[src/common/serial_spi_pkg.sv]
// Operation
// - One byte register holds the outgoing and the incoming byte, shared by both modes.
// - Mode codes 000, 001, 010 select master with clock divided by 4, 16, 64.
// - Code 011 clocks master from subsystem clock; 100 from half the timer match rate.
// - Code 101 is SPI slave, 110 is I2C slave, 111 disables the interface.
// - Mode field in bits 7 to 5 resets to ones; bit 4 reads zero.
// - Debounce field: 00 none, 01 two clocks, 1x four clocks.
// - Enable low removes pin functions and minimises current; high enables.
// - Enabling in SPI mode keeps the SPI control register contents.
// - Enabling in I2C mode keeps direction and acknowledge bits, resets I2C flags.
// - Slave select rising mid-transfer sets incomplete and complete flags together.
// - Incomplete flag applies to slave mode only and raises the event request.
// - Software setting the incomplete flag does not set the complete flag.
// - SPI logic ignores the I2C auxiliary control register.
// - Format register holds order, collision, complete, select enable, polarity, edge.
// - Select enable one gives the select pin its function; zero leaves it floating.
// - Order bit one shifts MSB first, zero LSB first.
// - Idle level bit one holds the clock low when idle, zero holds it high.
package serial_spi_pkg;
  // ****************************************
  // Register map
  // ****************************************
  localparam logic [3:0] OFS_MODE_CTRL = 4'h0;
  localparam logic [3:0] OFS_FORMAT = 4'h4;
  localparam logic [3:0] OFS_SHIFT_DATA = 4'h8;
  localparam logic [3:0] OFS_I2C_AUX = 4'hc;
  // serial_mode_control fields
  localparam int MODE_LSB = 5;
  localparam int DBNC_LSB = 2;
  localparam int EN_BIT = 1;
  localparam int ICF_BIT = 0;
  localparam logic [2:0] MODE_RESET = 3'h7;
  // spi_format_flags fields
  localparam int SPARE_LSB = 6;
  localparam int CLOCK_IDLE_LEVEL_SELECT_BIT = 5;
  localparam int CLOCK_EDGE_SELECT_BIT = 4;
  localparam int MLS_BIT = 3;
  localparam int SELECT_PIN_ENABLE_BIT = 2;
  localparam int WRITE_COLLISION_FLAG_BIT = 1;
  localparam int TRF_BIT = 0;
  // i2c_aux_control fields
  localparam int HTX_BIT = 4;
  localparam int ACK_CONTROL_BIT_BIT = 3;
  localparam logic [7:0] I2C_FLAG_MASK = 8'h00e5;
  localparam logic [7:0] I2C_FLAG_DEFAULT = 8'h0081;
  // ****************************************
  // Operating modes
  // ****************************************
  localparam logic [2:0] MODE_DIV4 = 3'h0;
  localparam logic [2:0] MODE_DIV16 = 3'h1;
  localparam logic [2:0] MODE_DIV64 = 3'h2;
  localparam logic [2:0] MODE_SUB = 3'h3;
  localparam logic [2:0] MODE_TIMER = 3'h4;
  localparam logic [2:0] MODE_SLAVE = 3'h5;
  localparam logic [2:0] MODE_I2C = 3'h6;
  // Half periods of the serial clock in system clocks
  localparam logic [5:0] HALF_DIV4 = 6'h02;
  localparam logic [5:0] HALF_DIV16 = 6'h08;
  localparam logic [5:0] HALF_DIV64 = 6'h20;
  localparam logic [3:0] LAST_EDGE = 4'hf;
  localparam logic [2:0] DBNC_NONE = 3'h0;
  localparam logic [2:0] DBNC_TWO = 3'h2;
  localparam logic [2:0] DBNC_FOUR = 3'h4;
  // ****************************************
  // Bus answers
  // ****************************************
  localparam logic [1:0] RESP_OKAY = 2'h0;
  localparam logic [1:0] RESP_SLVERR = 2'h2;
endpackage

[src/design/serial_spi_ctrl.sv]
// Our own choices: the register offsets and register access over AXI4-Lite.
`timescale 1ns/1ps
module serial_spi_ctrl (
  // Clock and reset
  input wire logic clk_sys,
  input wire logic rst_b,
  // AXI4-Lite write address
  input wire logic [3:0] s_axi_awaddr,
  input wire logic s_axi_awvalid,
  output logic s_axi_awready,
  // AXI4-Lite write data
  input wire logic [31:0] s_axi_wdata,
  input wire logic [3:0] s_axi_wstrb,
  input wire logic s_axi_wvalid,
  output logic s_axi_wready,
  // AXI4-Lite write response
  output logic [1:0] s_axi_bresp,
  output logic s_axi_bvalid,
  input wire logic s_axi_bready,
  // AXI4-Lite read address
  input wire logic [3:0] s_axi_araddr,
  input wire logic s_axi_arvalid,
  output logic s_axi_arready,
  // AXI4-Lite read data
  output logic [31:0] s_axi_rdata,
  output logic [1:0] s_axi_rresp,
  output logic s_axi_rvalid,
  input wire logic s_axi_rready,
  // Master clock sources
  input wire logic sub_clk_edge,
  input wire logic timer_match,
  // Serial pins
  input wire logic sck_in,
  output logic sck_out,
  output logic sck_oe,
  input wire logic sdi_in,
  output logic sdo_out,
  output logic sdo_oe,
  input wire logic scs_b_in,
  output logic scs_b_out,
  output logic scs_b_oe,
  // Status to the system
  output logic spi_event,
  output logic module_active,
  output logic [2:0] i2c_debounce_cycles
);
  // ****************************************
  // Reset release
  // ****************************************
  logic rst_meta_ff;
  logic rst_sync_b_ff;

  always_ff @(posedge clk_sys or negedge rst_b) begin
    if (!rst_b) begin
      rst_meta_ff <= 1'b0;
      rst_sync_b_ff <= 1'b0;
    end else begin
      rst_meta_ff <= 1'b1;
      rst_sync_b_ff <= rst_meta_ff;
    end
  end

  // ****************************************
  // Register state
  // ****************************************
  logic [2:0] mode_ff;
  logic [1:0] dbnc_ff;
  logic en_ff;
  logic icf_ff;
  logic [1:0] spare_ff;
  logic clock_idle_level_select_ff;
  logic clock_edge_select_ff;
  logic mls_ff;
  logic select_pin_enable_ff;
  logic write_collision_flag_ff;
  logic trf_ff;
  logic htx_ff;
  logic ack_control_bit_ff;
  logic [7:0] i2c_flags_ff;
  logic [7:0] data_ff;

  // ****************************************
  // Bus slave
  // ****************************************
  logic aw_ok_ff;
  logic w_ok_ff;
  logic [3:0] awaddr_ff;
  logic [7:0] wbyte_ff;
  logic wlane_ff;
  logic bvalid_ff;
  logic [1:0] bresp_ff;
  logic rvalid_ff;
  logic [1:0] rresp_ff;
  logic [7:0] rbyte_ff;

  wire wr_fire = aw_ok_ff & w_ok_ff & ~bvalid_ff;
  wire wr_hit_mode = awaddr_ff == serial_spi_pkg::OFS_MODE_CTRL;
  wire wr_hit_fmt = awaddr_ff == serial_spi_pkg::OFS_FORMAT;
  wire wr_hit_data = awaddr_ff == serial_spi_pkg::OFS_SHIFT_DATA;
  wire wr_hit_aux = awaddr_ff == serial_spi_pkg::OFS_I2C_AUX;
  wire wr_mapped = wr_hit_mode | wr_hit_fmt | wr_hit_data | wr_hit_aux;
  wire wr_mode = wr_fire & wlane_ff & wr_hit_mode;
  wire wr_fmt = wr_fire & wlane_ff & wr_hit_fmt;
  wire wr_data = wr_fire & wlane_ff & wr_hit_data;
  wire wr_aux = wr_fire & wlane_ff & wr_hit_aux;
  wire ar_fire = s_axi_arvalid & ~rvalid_ff;

  // Bit 4 of the mode register is not stored and reads zero
  wire [7:0] mode_rd = {mode_ff, 1'b0, dbnc_ff, en_ff, icf_ff};
  wire [7:0] fmt_rd = {spare_ff, clock_idle_level_select_ff, clock_edge_select_ff, mls_ff, select_pin_enable_ff, write_collision_flag_ff, trf_ff};
  wire [7:0] aux_rd = (i2c_flags_ff & serial_spi_pkg::I2C_FLAG_MASK)
                      | {3'h0, htx_ff, ack_control_bit_ff, 3'h0};
  wire rd_mapped = (s_axi_araddr == serial_spi_pkg::OFS_MODE_CTRL)
                   | (s_axi_araddr == serial_spi_pkg::OFS_FORMAT)
                   | (s_axi_araddr == serial_spi_pkg::OFS_SHIFT_DATA)
                   | (s_axi_araddr == serial_spi_pkg::OFS_I2C_AUX);
  wire [7:0] rd_byte = (s_axi_araddr == serial_spi_pkg::OFS_MODE_CTRL) ? mode_rd :
                       (s_axi_araddr == serial_spi_pkg::OFS_FORMAT) ? fmt_rd :
                       (s_axi_araddr == serial_spi_pkg::OFS_SHIFT_DATA) ? data_ff :
                       (s_axi_araddr == serial_spi_pkg::OFS_I2C_AUX) ? aux_rd : 8'h00;

  assign s_axi_awready = ~aw_ok_ff & ~bvalid_ff;
  assign s_axi_wready = ~w_ok_ff & ~bvalid_ff;
  assign s_axi_bvalid = bvalid_ff;
  assign s_axi_bresp = bresp_ff;
  assign s_axi_arready = ~rvalid_ff;
  assign s_axi_rvalid = rvalid_ff;
  assign s_axi_rresp = rresp_ff;
  assign s_axi_rdata = {24'h00_0000, rbyte_ff};

  always_ff @(posedge clk_sys or negedge rst_sync_b_ff) begin
    if (!rst_sync_b_ff) begin
      aw_ok_ff <= 1'b0;
      w_ok_ff <= 1'b0;
      awaddr_ff <= 4'h0;
      wbyte_ff <= 8'h00;
      wlane_ff <= 1'b0;
      bvalid_ff <= 1'b0;
      bresp_ff <= serial_spi_pkg::RESP_OKAY;
      rvalid_ff <= 1'b0;
      rresp_ff <= serial_spi_pkg::RESP_OKAY;
      rbyte_ff <= 8'h00;
    end else begin
      if (s_axi_awvalid && s_axi_awready) begin
        aw_ok_ff <= 1'b1;
        awaddr_ff <= s_axi_awaddr;
      end else if (wr_fire) begin
        aw_ok_ff <= 1'b0;
      end
      if (s_axi_wvalid && s_axi_wready) begin
        w_ok_ff <= 1'b1;
        wbyte_ff <= s_axi_wdata[7:0];
        wlane_ff <= s_axi_wstrb[0];
      end else if (wr_fire) begin
        w_ok_ff <= 1'b0;
      end
      if (wr_fire) begin
        bvalid_ff <= 1'b1;
        bresp_ff <= wr_mapped ? serial_spi_pkg::RESP_OKAY : serial_spi_pkg::RESP_SLVERR;
      end else if (s_axi_bready) begin
        bvalid_ff <= 1'b0;
      end
      if (ar_fire) begin
        rvalid_ff <= 1'b1;
        rbyte_ff <= rd_byte;
        rresp_ff <= rd_mapped ? serial_spi_pkg::RESP_OKAY : serial_spi_pkg::RESP_SLVERR;
      end else if (s_axi_rready) begin
        rvalid_ff <= 1'b0;
      end
    end
  end

  // ****************************************
  // Mode decode and clock source
  // ****************************************
  wire is_master = mode_ff <= serial_spi_pkg::MODE_TIMER;
  wire is_slave = mode_ff == serial_spi_pkg::MODE_SLAVE;
  // I2C and the disabled code leave the SPI engine idle
  wire spi_on = en_ff & (is_master | is_slave);
  wire [5:0] half_len = (mode_ff == serial_spi_pkg::MODE_DIV4) ? serial_spi_pkg::HALF_DIV4 :
                        (mode_ff == serial_spi_pkg::MODE_DIV16) ? serial_spi_pkg::HALF_DIV16 :
                        serial_spi_pkg::HALF_DIV64;
  logic [4:0] div_cnt_ff;
  logic busy_ff;
  logic [3:0] edge_idx_ff;
  logic sck_ff;
  logic sck_prev_ff;
  logic sdo_ff;
  logic event_ff;
  logic [2:0] dbnc_cycles_ff;

  wire div_tick = {1'b0, div_cnt_ff} == (half_len - 6'h01);
  // Each pulse of the slow sources is one half period, so the timer rate is halved
  wire half_tick = (mode_ff == serial_spi_pkg::MODE_SUB) ? sub_clk_edge :
                   (mode_ff == serial_spi_pkg::MODE_TIMER) ? timer_match : div_tick;
  wire sck_idle = ~clock_idle_level_select_ff;

  // ****************************************
  // Shift engine
  // ****************************************
  // Select ignored when its pin function is off
  wire selected = ~select_pin_enable_ff | ~scs_b_in;
  wire xfer_busy = busy_ff | (edge_idx_ff != 4'h0);
  wire m_edge = spi_on & is_master & busy_ff & half_tick;
  wire s_edge = spi_on & is_slave & selected & (sck_in != sck_prev_ff);
  wire shift_edge = m_edge | s_edge;
  // Edge selection picks leading or trailing clock edges for sampling
  wire sample = shift_edge & (edge_idx_ff[0] != clock_edge_select_ff);
  wire drive = shift_edge & ~sample;
  wire done = shift_edge & (edge_idx_ff == serial_spi_pkg::LAST_EDGE);
  wire cs_high = spi_on & is_slave & select_pin_enable_ff & scs_b_in;
  wire abort = cs_high & (edge_idx_ff != 4'h0);
  wire start = wr_data & spi_on & is_master & ~xfer_busy;
  wire load = wr_data & ~xfer_busy;
  // Shift order picks which end leaves first and where the input enters
  wire out_bit = mls_ff ? data_ff[7] : data_ff[0];
  wire load_bit = mls_ff ? wbyte_ff[7] : wbyte_ff[0];
  wire [7:0] shifted = mls_ff ? {data_ff[6:0], sdi_in} : {sdi_in, data_ff[7:1]};
  wire en_rise_i2c = wr_mode & wbyte_ff[serial_spi_pkg::EN_BIT] & ~en_ff
                     & (wbyte_ff[7:5] == serial_spi_pkg::MODE_I2C);

  always_ff @(posedge clk_sys or negedge rst_sync_b_ff) begin
    if (!rst_sync_b_ff) begin
      div_cnt_ff <= 5'h00;
      busy_ff <= 1'b0;
      edge_idx_ff <= 4'h0;
      sck_ff <= 1'b1;
      sck_prev_ff <= 1'b0;
      sdo_ff <= 1'b0;
      event_ff <= 1'b0;
    end else begin
      div_cnt_ff <= (!busy_ff || div_tick) ? 5'h00 : div_cnt_ff + 5'h01;
      sck_prev_ff <= sck_in;
      event_ff <= done | abort;
      if (!spi_on || cs_high) begin
        edge_idx_ff <= 4'h0;
      end else if (shift_edge) begin
        edge_idx_ff <= edge_idx_ff + 4'h1;
      end
      busy_ff <= spi_on & (start | (busy_ff & ~done));
      if (!spi_on || !is_master || !busy_ff) begin
        sck_ff <= sck_idle;
      end else if (m_edge) begin
        sck_ff <= ~sck_ff;
      end
      if (load) begin
        sdo_ff <= load_bit;
      end else if (drive) begin
        sdo_ff <= out_bit;
      end
    end
  end

  // Received and loaded bytes share one register, left without reset
  always_ff @(posedge clk_sys) begin
    if (sample) begin
      data_ff <= shifted;
    end else if (load) begin
      data_ff <= wbyte_ff;
    end
  end

  // ****************************************
  // Control registers and flags
  // ****************************************
  // Hardware sets win over a software write in the same cycle
  always_ff @(posedge clk_sys or negedge rst_sync_b_ff) begin
    if (!rst_sync_b_ff) begin
      mode_ff <= serial_spi_pkg::MODE_RESET;
      dbnc_ff <= 2'h0;
      en_ff <= 1'b0;
      icf_ff <= 1'b0;
      spare_ff <= 2'h0;
      clock_idle_level_select_ff <= 1'b0;
      clock_edge_select_ff <= 1'b0;
      mls_ff <= 1'b0;
      select_pin_enable_ff <= 1'b0;
      write_collision_flag_ff <= 1'b0;
      trf_ff <= 1'b0;
      htx_ff <= 1'b0;
      ack_control_bit_ff <= 1'b0;
      i2c_flags_ff <= serial_spi_pkg::I2C_FLAG_DEFAULT;
      dbnc_cycles_ff <= serial_spi_pkg::DBNC_NONE;
    end else begin
      if (wr_mode) begin
        mode_ff <= wbyte_ff[7:5];
        dbnc_ff <= wbyte_ff[3:2];
        en_ff <= wbyte_ff[serial_spi_pkg::EN_BIT];
      end
      // Software may set this flag alone, without the complete flag
      icf_ff <= abort | (wr_mode ? wbyte_ff[serial_spi_pkg::ICF_BIT] : icf_ff);
      // Format bits are not touched by enable changes
      if (wr_fmt) begin
        spare_ff <= wbyte_ff[7:6];
        clock_idle_level_select_ff <= wbyte_ff[serial_spi_pkg::CLOCK_IDLE_LEVEL_SELECT_BIT];
        clock_edge_select_ff <= wbyte_ff[serial_spi_pkg::CLOCK_EDGE_SELECT_BIT];
        mls_ff <= wbyte_ff[serial_spi_pkg::MLS_BIT];
        select_pin_enable_ff <= wbyte_ff[serial_spi_pkg::SELECT_PIN_ENABLE_BIT];
      end
      write_collision_flag_ff <= (wr_data & xfer_busy) | (wr_fmt ? wbyte_ff[serial_spi_pkg::WRITE_COLLISION_FLAG_BIT] : write_collision_flag_ff);
      trf_ff <= done | abort | (wr_fmt ? wbyte_ff[serial_spi_pkg::TRF_BIT] : trf_ff);
      if (wr_aux) begin
        htx_ff <= wbyte_ff[serial_spi_pkg::HTX_BIT];
        ack_control_bit_ff <= wbyte_ff[serial_spi_pkg::ACK_CONTROL_BIT_BIT];
      end
      if (en_rise_i2c) begin
        i2c_flags_ff <= serial_spi_pkg::I2C_FLAG_DEFAULT;
      end
      dbnc_cycles_ff <= dbnc_ff[1] ? serial_spi_pkg::DBNC_FOUR :
                        dbnc_ff[0] ? serial_spi_pkg::DBNC_TWO : serial_spi_pkg::DBNC_NONE;
    end
  end

  // ****************************************
  // Pins
  // ****************************************
  // Every pin is released while the interface is off
  assign sck_out = sck_ff;
  assign sck_oe = spi_on & is_master;
  assign sdo_out = sdo_ff;
  assign sdo_oe = spi_on & (is_master | selected);
  assign scs_b_out = ~busy_ff;
  assign scs_b_oe = spi_on & is_master & select_pin_enable_ff;
  assign spi_event = event_ff;
  assign module_active = en_ff;
  assign i2c_debounce_cycles = dbnc_cycles_ff;
endmodule

[config.mk]
export PLATFORM = sky130hd
export DESIGN_NAME = serial_spi_ctrl
export DESIGN_NICKNAME = d
export VERILOG_FILES = /design/src/common/serial_spi_pkg.sv /design/src/design/serial_spi_ctrl.sv
export SDC_FILE = /design/constraint.sdc
export NUM_CORES = 1
export LEC_CHECK = 0
export ABC_AREA = 0
export BUFFER_PORTS_ARGS = -buffer_cell sky130_fd_sc_hd__buf_4
export CAP_MARGIN = 20
export CELL_PAD_IN_SITES_DETAIL_PLACEMENT = 1
export CELL_PAD_IN_SITES_GLOBAL_PLACEMENT = 1
export CORE_MARGIN = 2
export CORE_UTILIZATION = 41
export CTS_BUF_LIST = sky130_fd_sc_hd__clkbuf_8
export CTS_CLUSTER_SIZE = 24
export DETAILED_ROUTE_END_ITERATION = 10
export GPL_ROUTABILITY_DRIVEN = 0
export PLACE_DENSITY_LB_ADDON = 0.1
export SYNTH_ARGS = -nofsm -noshare
export SYNTH_HDL_FRONTEND = slang
export SYNTH_SLANG_ARGS = --single-unit
[constraint.sdc]
create_clock -name clk_sys -period 2.65 [get_ports clk_sys]
set_clock_uncertainty 0.2 [all_clocks]
set_input_delay 0.6625 -clock clk_sys [delete_from_list [all_inputs] [get_ports clk_sys]]
set_output_delay 0.6625 -clock clk_sys [all_outputs]
set_load 0.005 [all_outputs]
* After elaboration in Yosys (flattened, before gate mapping)
Index checks and enable logic that the tools add are counted.
Widths: inputs -> output; s select.
** Storage, ports and cells
- Register bits :: 73
- Latch bits :: 0
- Bits in writable memories :: 0
- Bits in read-only memories :: 0
- Input bits :: 56
- Output and inout bits :: 52
- Logic and storage cells :: 167
- Memories kept :: 0
** Cells by class
- $add $sub $neg :: 3
- Multiply operators :: 0
- Div/mod/pow operators :: 0
- $lt $le $gt $ge :: 1
- Eq/ne operators :: 14
- Shift-type cells :: 0
- Mux-type cells :: 34
- Bitwise gates (word level) :: 60
- Reduce and logical (&&, ||, !) cells :: 21
** Operators by type and width (count)
- $mux 8 :: 7
- $and 1x1->1 :: 32
- $eq 4x4->1 const B :: 5
- $mux 1 :: 18
- $or 1x1->1 :: 16
- $reduce_bool 2->1 :: 8
- $mux 6 :: 2
- $not 1->1 :: 12
- $eq 4x3->1 const B :: 2
- $logic_not 4->1 :: 2
- $mux 4 :: 2
- $eq 3x3->1 const B :: 2
- $eq 5x6->1 :: 1
- $mux 2 :: 3
- $sub 6x1->6 const B :: 1
- $add 5x1->5 const B :: 1
- $mux 5 :: 1
- $add 4x1->4 const B :: 1
- $logic_or 1x1->1 :: 4
- $reduce_bool 4->1 :: 1
- $eq 3x1->1 const B :: 1
- $eq 3x2->1 const B :: 1
- $le 3x3->1 const B :: 1
- $logic_not 1->1 :: 3
- other kinds (4) :: 6

* Logic depth before layout (Yosys ltp)
- Depth after elaboration :: 14
- Depth in mapped cells :: 7
- Depth with buffers taken out :: 6

* Worst setup path before layout
Ideal clock, no wire load.
- Path kind :: input -> register
- From :: input timer_match
- To :: register data_ff[0], data pin
- Setup time :: 0.262 ns
- Arrival time :: 1.824 ns
- Data required time :: 2.188 ns
- Slack :: 0.364 ns
- Stages :: 5
- Path buffers :: 0
- Cells stage by stage :: and4bb_1 -> a41oi_2 -> o22ai_2 -> o21ai_4 -> mux2_1
** On the way
- Longest elaborated chain between the ends :: 6
** RTL lines
- from (decl) :: RTL line serial_spi_ctrl.sv:31 : input wire logic timer_match,
- $mux 1 :: RTL line serial_spi_ctrl.sv:195 : (mode_ff == serial_spi_pkg::MODE_TIMER) ? timer_match : div_tick;
- $mux 1 :: RTL line serial_spi_ctrl.sv:194 : wire half_tick = (mode_ff == serial_spi_pkg::MODE_SUB) ? sub_clk_edge :
- $and 1x1->1 :: RTL line serial_spi_ctrl.sv:204 : wire m_edge = spi_on & is_master & busy_ff & half_tick;
- $or 1x1->1 :: RTL line serial_spi_ctrl.sv:206 : wire shift_edge = m_edge | s_edge;
- $and 1x1->1 :: RTL line serial_spi_ctrl.sv:208 : wire sample = shift_edge & (edge_idx_ff[0] != clock_edge_select_ff);
- $mux 8 :: RTL line serial_spi_ctrl.sv:256 : if (sample) begin
- to (signal assigned) :: RTL line serial_spi_ctrl.sv:257 : data_ff <= shifted;
- to (signal assigned) :: RTL line serial_spi_ctrl.sv:259 : data_ff <= wbyte_ff;
- to (decl) :: RTL line serial_spi_ctrl.sv:80 : logic [7:0] data_ff;
No other way between the ends.
A chain may end at the register's enable or synchronous reset.

* Worst setup path after layout
- From :: register mode_ff[1]
- To :: output scs_b_oe
** On the way
- Longest elaborated chain between the ends :: 5
- Elaborated cells between the ends (all ways) :: 6
- Classes of those cells :: order compare: 1; eq/ne: 1; bitwise: 4
** RTL lines
- from (decl) :: RTL line serial_spi_ctrl.sv:66 : logic [2:0] mode_ff;
- from (signal assigned) :: RTL line serial_spi_ctrl.sv:269 : mode_ff <= serial_spi_pkg::MODE_RESET;
- from (signal assigned) :: RTL line serial_spi_ctrl.sv:286 : mode_ff <= wbyte_ff[7:5];
- $le 3x3->1 / $eq 3x3->1 (equally long branches) :: RTL line serial_spi_ctrl.sv:176, serial_spi_ctrl.sv:177
- $or 1x1->1 :: RTL line serial_spi_ctrl.sv:179 : wire spi_on = en_ff & (is_master | is_slave);
- $and 1x1->1 :: RTL line serial_spi_ctrl.sv:179
- $and 1x1->1 * (2 in series) :: RTL line serial_spi_ctrl.sv:323 : assign scs_b_oe = spi_on & is_master & select_pin_enable_ff;
- to (decl) :: RTL line serial_spi_ctrl.sv:41 : output logic scs_b_oe,
Mark *: on every way between the ends. The rest lies on a longest branch, timed or not.

==> results.cfg <==
[logic_synthesis]
synth.yosys.warnings = 0
synth_enable_flop_cells = 8
synth_flop_cell = dfrtp_1
synth_cells = 305
ys_seq_elements = 70
ys_seq_area_share_pct = 50.58
synth.top_cell.area_share_pct = 40.86
synthArstFlopShare_pct = 88.57
syn-cell-area_mm2 = 0.003552
synth_area_leaders = dfrtp_1 (41%), mux2_2 (11%), edfxtp_1 (6.8%)
avgSynthCellArea_um2 = 11.65
synth_top_area_cell = dfrtp_1
synth.distinct_cells = 51

[timing]
setup_viol = 0
fin_crit_ns = 2.491
fmax_mhz = 401.5
tns_ns = 0
worst_pin_slew_ns = 0.6167
hold_viol_final = 0
rsz0062_at_grt = no
slew_headroom_pct = 58.88
min_period_over_period_pct = 93.99
drv_slew = 0

[routing]
vias = 2370
wire_per_inst_um = 16.06
dr.pass1.iters = 3
vias_per_cell = 4.989
drt_iter0_drc = 108
routed_wirelength_mm = 7.629
antenna_left = 0
drc = 0

[setup_path]
crit_path_frequent_cell = buf_4
cp_cell_sequence = buf_4 -> o21ai_0 -> and3_1 -> buf_4
cp.arrival_ns = 1.63
startpoint_type = flip-flop
cp_slowest_cell = dfstp_2
reg2reg_to = data_ff[3]$_DFFE_PP_
crit_type = flip-flop to output pin
r2r-start = mode_ff[1]$_DFFE_PN1P_
reg2reg_slack_ns = 0.28
cp_data_required_time_ns = 1.79
cp-endpoint = scs_b_oe
end_kind = output pin
critPathMaxFanout = 8
reg2reg_depth = 5
max_stage_delay_ns = 0.62
startpoint = mode_ff[1]$_DFFE_PN1P_

[pwr]
finalPower_mw = 3.637
p_per_area_mw_per_mm2 = 860.8
ir_drop_uv = 556.5
p_leak_nw = 1.960

[clocking]
htree_levels = 3
cts_root_buffer = clkbuf_8
clk_path_buf_depth = 2
ctsResizeCount = 0
clock_sinks = 70
cts_setup_buffers = 0
clkTransAtPathRegs_ns = 0.08
cts_tree = yes
cts_buffers = 9
clk_latency_ns = 0.36

[run_status]
status = finished clean

[layout]
fillers = 888
final_common_cell = buf_4
final_nets = 424
mostFrequentLayoutCells = buf_4 (60), dfrtp_1 (57), mux2_2 (36)
diodes = 0
layout-drive-gt1-share_pct = 33.78
area_delta_synth_final_pct = 18.95

[die]
die_y_um = 97.08
start_util_pct = 42.80
core_mm2 = 0.008299
die_x_um = 97.08
rows = 33
ioPinCount = 108
dieArea_mm2 = 0.009425

[global_route]
grt_pass1_wl_mm = 12.80
antenna_found_initial = 0
grt_pass1_vias = 2491
grt_usage_pct = 17.35
grt-ovfl-total = 0
grt_max_degree = 35

[placed_design]
hpwlAfterDp_mm = 5.744
port_buffers = 53

[min_path]
hold_path_class = flip-flop to async pin

[run]
maxCapViolCount = 0
cells in the mapped netlist, types with 3 or more instances:
library cell and instances:
a22o_1 6, o2111ai_1 3, ha_1 3, o21ai_0 13
clkbuf_1 5, nand2_1 25, nor2_1 15, xor2_1 4
buf_2 5, dfstp_2 4, mux2_1 9, inv_1 11
a21oi_1 6, dfrtp_1 58, o21bai_1 3, edfxtp_1 8
mux2i_1 14, o22ai_1 3, nand2b_1 3, buf_4 28
nand3_1 7, mux2_2 36
worst max-delay path, delay by kind of cell, from the launching register on:
kind,cells,cell delay [ns]
flops,1,0.62
compound gates,1,0.14
simple gates,1,0.21
buf+inv,2,0.30
power by group:
part           switching (mW)  leakage, nW  total (mW)  internal, mW
registers               0.327        0.848        1.72          1.39
clock network           0.429        0.102       0.959         0.530
logic                   0.401         1.01       0.957         0.556
per-stage QoR:
stage               instance area (um2)  instances  worst slack (ns)  utilization, %  hold WS [ns]
finish                             4225        475            0.1593           50.91       0.08768
global route                       4225        475           0.09307           50.91        0.1414
CTS                                4225        475            0.1447           50.91        0.1113
detailed placement                 3995        458            0.1029           48.14        0.1034
global placement                   3995        458            0.1427           48.14        0.1059
floorplan                          3650        331            0.3643               -        0.1312
metal layers:
layer	global-route usage, %	share of wire, %
met3	4.317	4.2
met2	27.35	47
met4	6.176	1.7
met1	23.33	47
met5	0	0
sequential cells by signal, indices dropped and copies added, names as in the netlist, 2 cells and up:
register	cells
mode_ff	3
awaddr_ff	4
edge_idx_ff	4
dbnc_ff	2
data_ff	8
div_cnt_ff	5
wbyte_ff	8
rbyte_ff	8
spare_ff	2
i2c_debounce_cycles	2
layout make-up:
cell class | instances | area [um2] | share of cell area [%]
Clock inverter | 7 | 96.34 | 2.280
Multi-Input combinational cell | 211 | 1554 | 36.78
Tap cell | 105 | 131.4 | 3.109
Clock buffer | 9 | 123.9 | 2.932
Inverter | 11 | 41.29 | 0.9772
Sequential cell | 70 | 1798 | 42.55
Timing Repair Buffer | 62 | 480.5 | 11.37
logic make-up after synthesis:
| group | synth area share, % |
|---|---|
| AOI/OAI and AO/OA | 9.793 |
| xor gates and xnor gates | 1.479 |
| adders and majority gates | 1.057 |
| buffers and inverters | 8.418 |
| DFF | 50.58 |
| muxes | 18.84 |
| other | 0.2114 |
| and+or+nand+nor | 9.616 |
worst min-delay path by stage:
stage,startpoint,endpoint,depth (start not counted)
global route,rst_sync_b_ff$_DFF_PN0_,dbnc_ff[1]$_DFFE_PN0P_,0
finish,rst_sync_b_ff$_DFF_PN0_,dbnc_ff[1]$_DFFE_PN0P_,0
detailed placement,rst_sync_b_ff$_DFF_PN0_,dbnc_ff[1]$_DFFE_PN0P_,0
global placement,rst_sync_b_ff$_DFF_PN0_,dbnc_ff[1]$_DFFE_PN0P_,0
CTS,rst_sync_b_ff$_DFF_PN0_,dbnc_ff[1]$_DFFE_PN0P_,0
floorplan,rst_meta_ff$_DFF_PN0_,rst_sync_b_ff$_DFF_PN0_,0
timing repair:
item	CTS	global route
hold buffers	1	0
hold endpoints to repair	2	0
endpoints found under the setup margin	0	0
(Power assumes the default switching activity.)
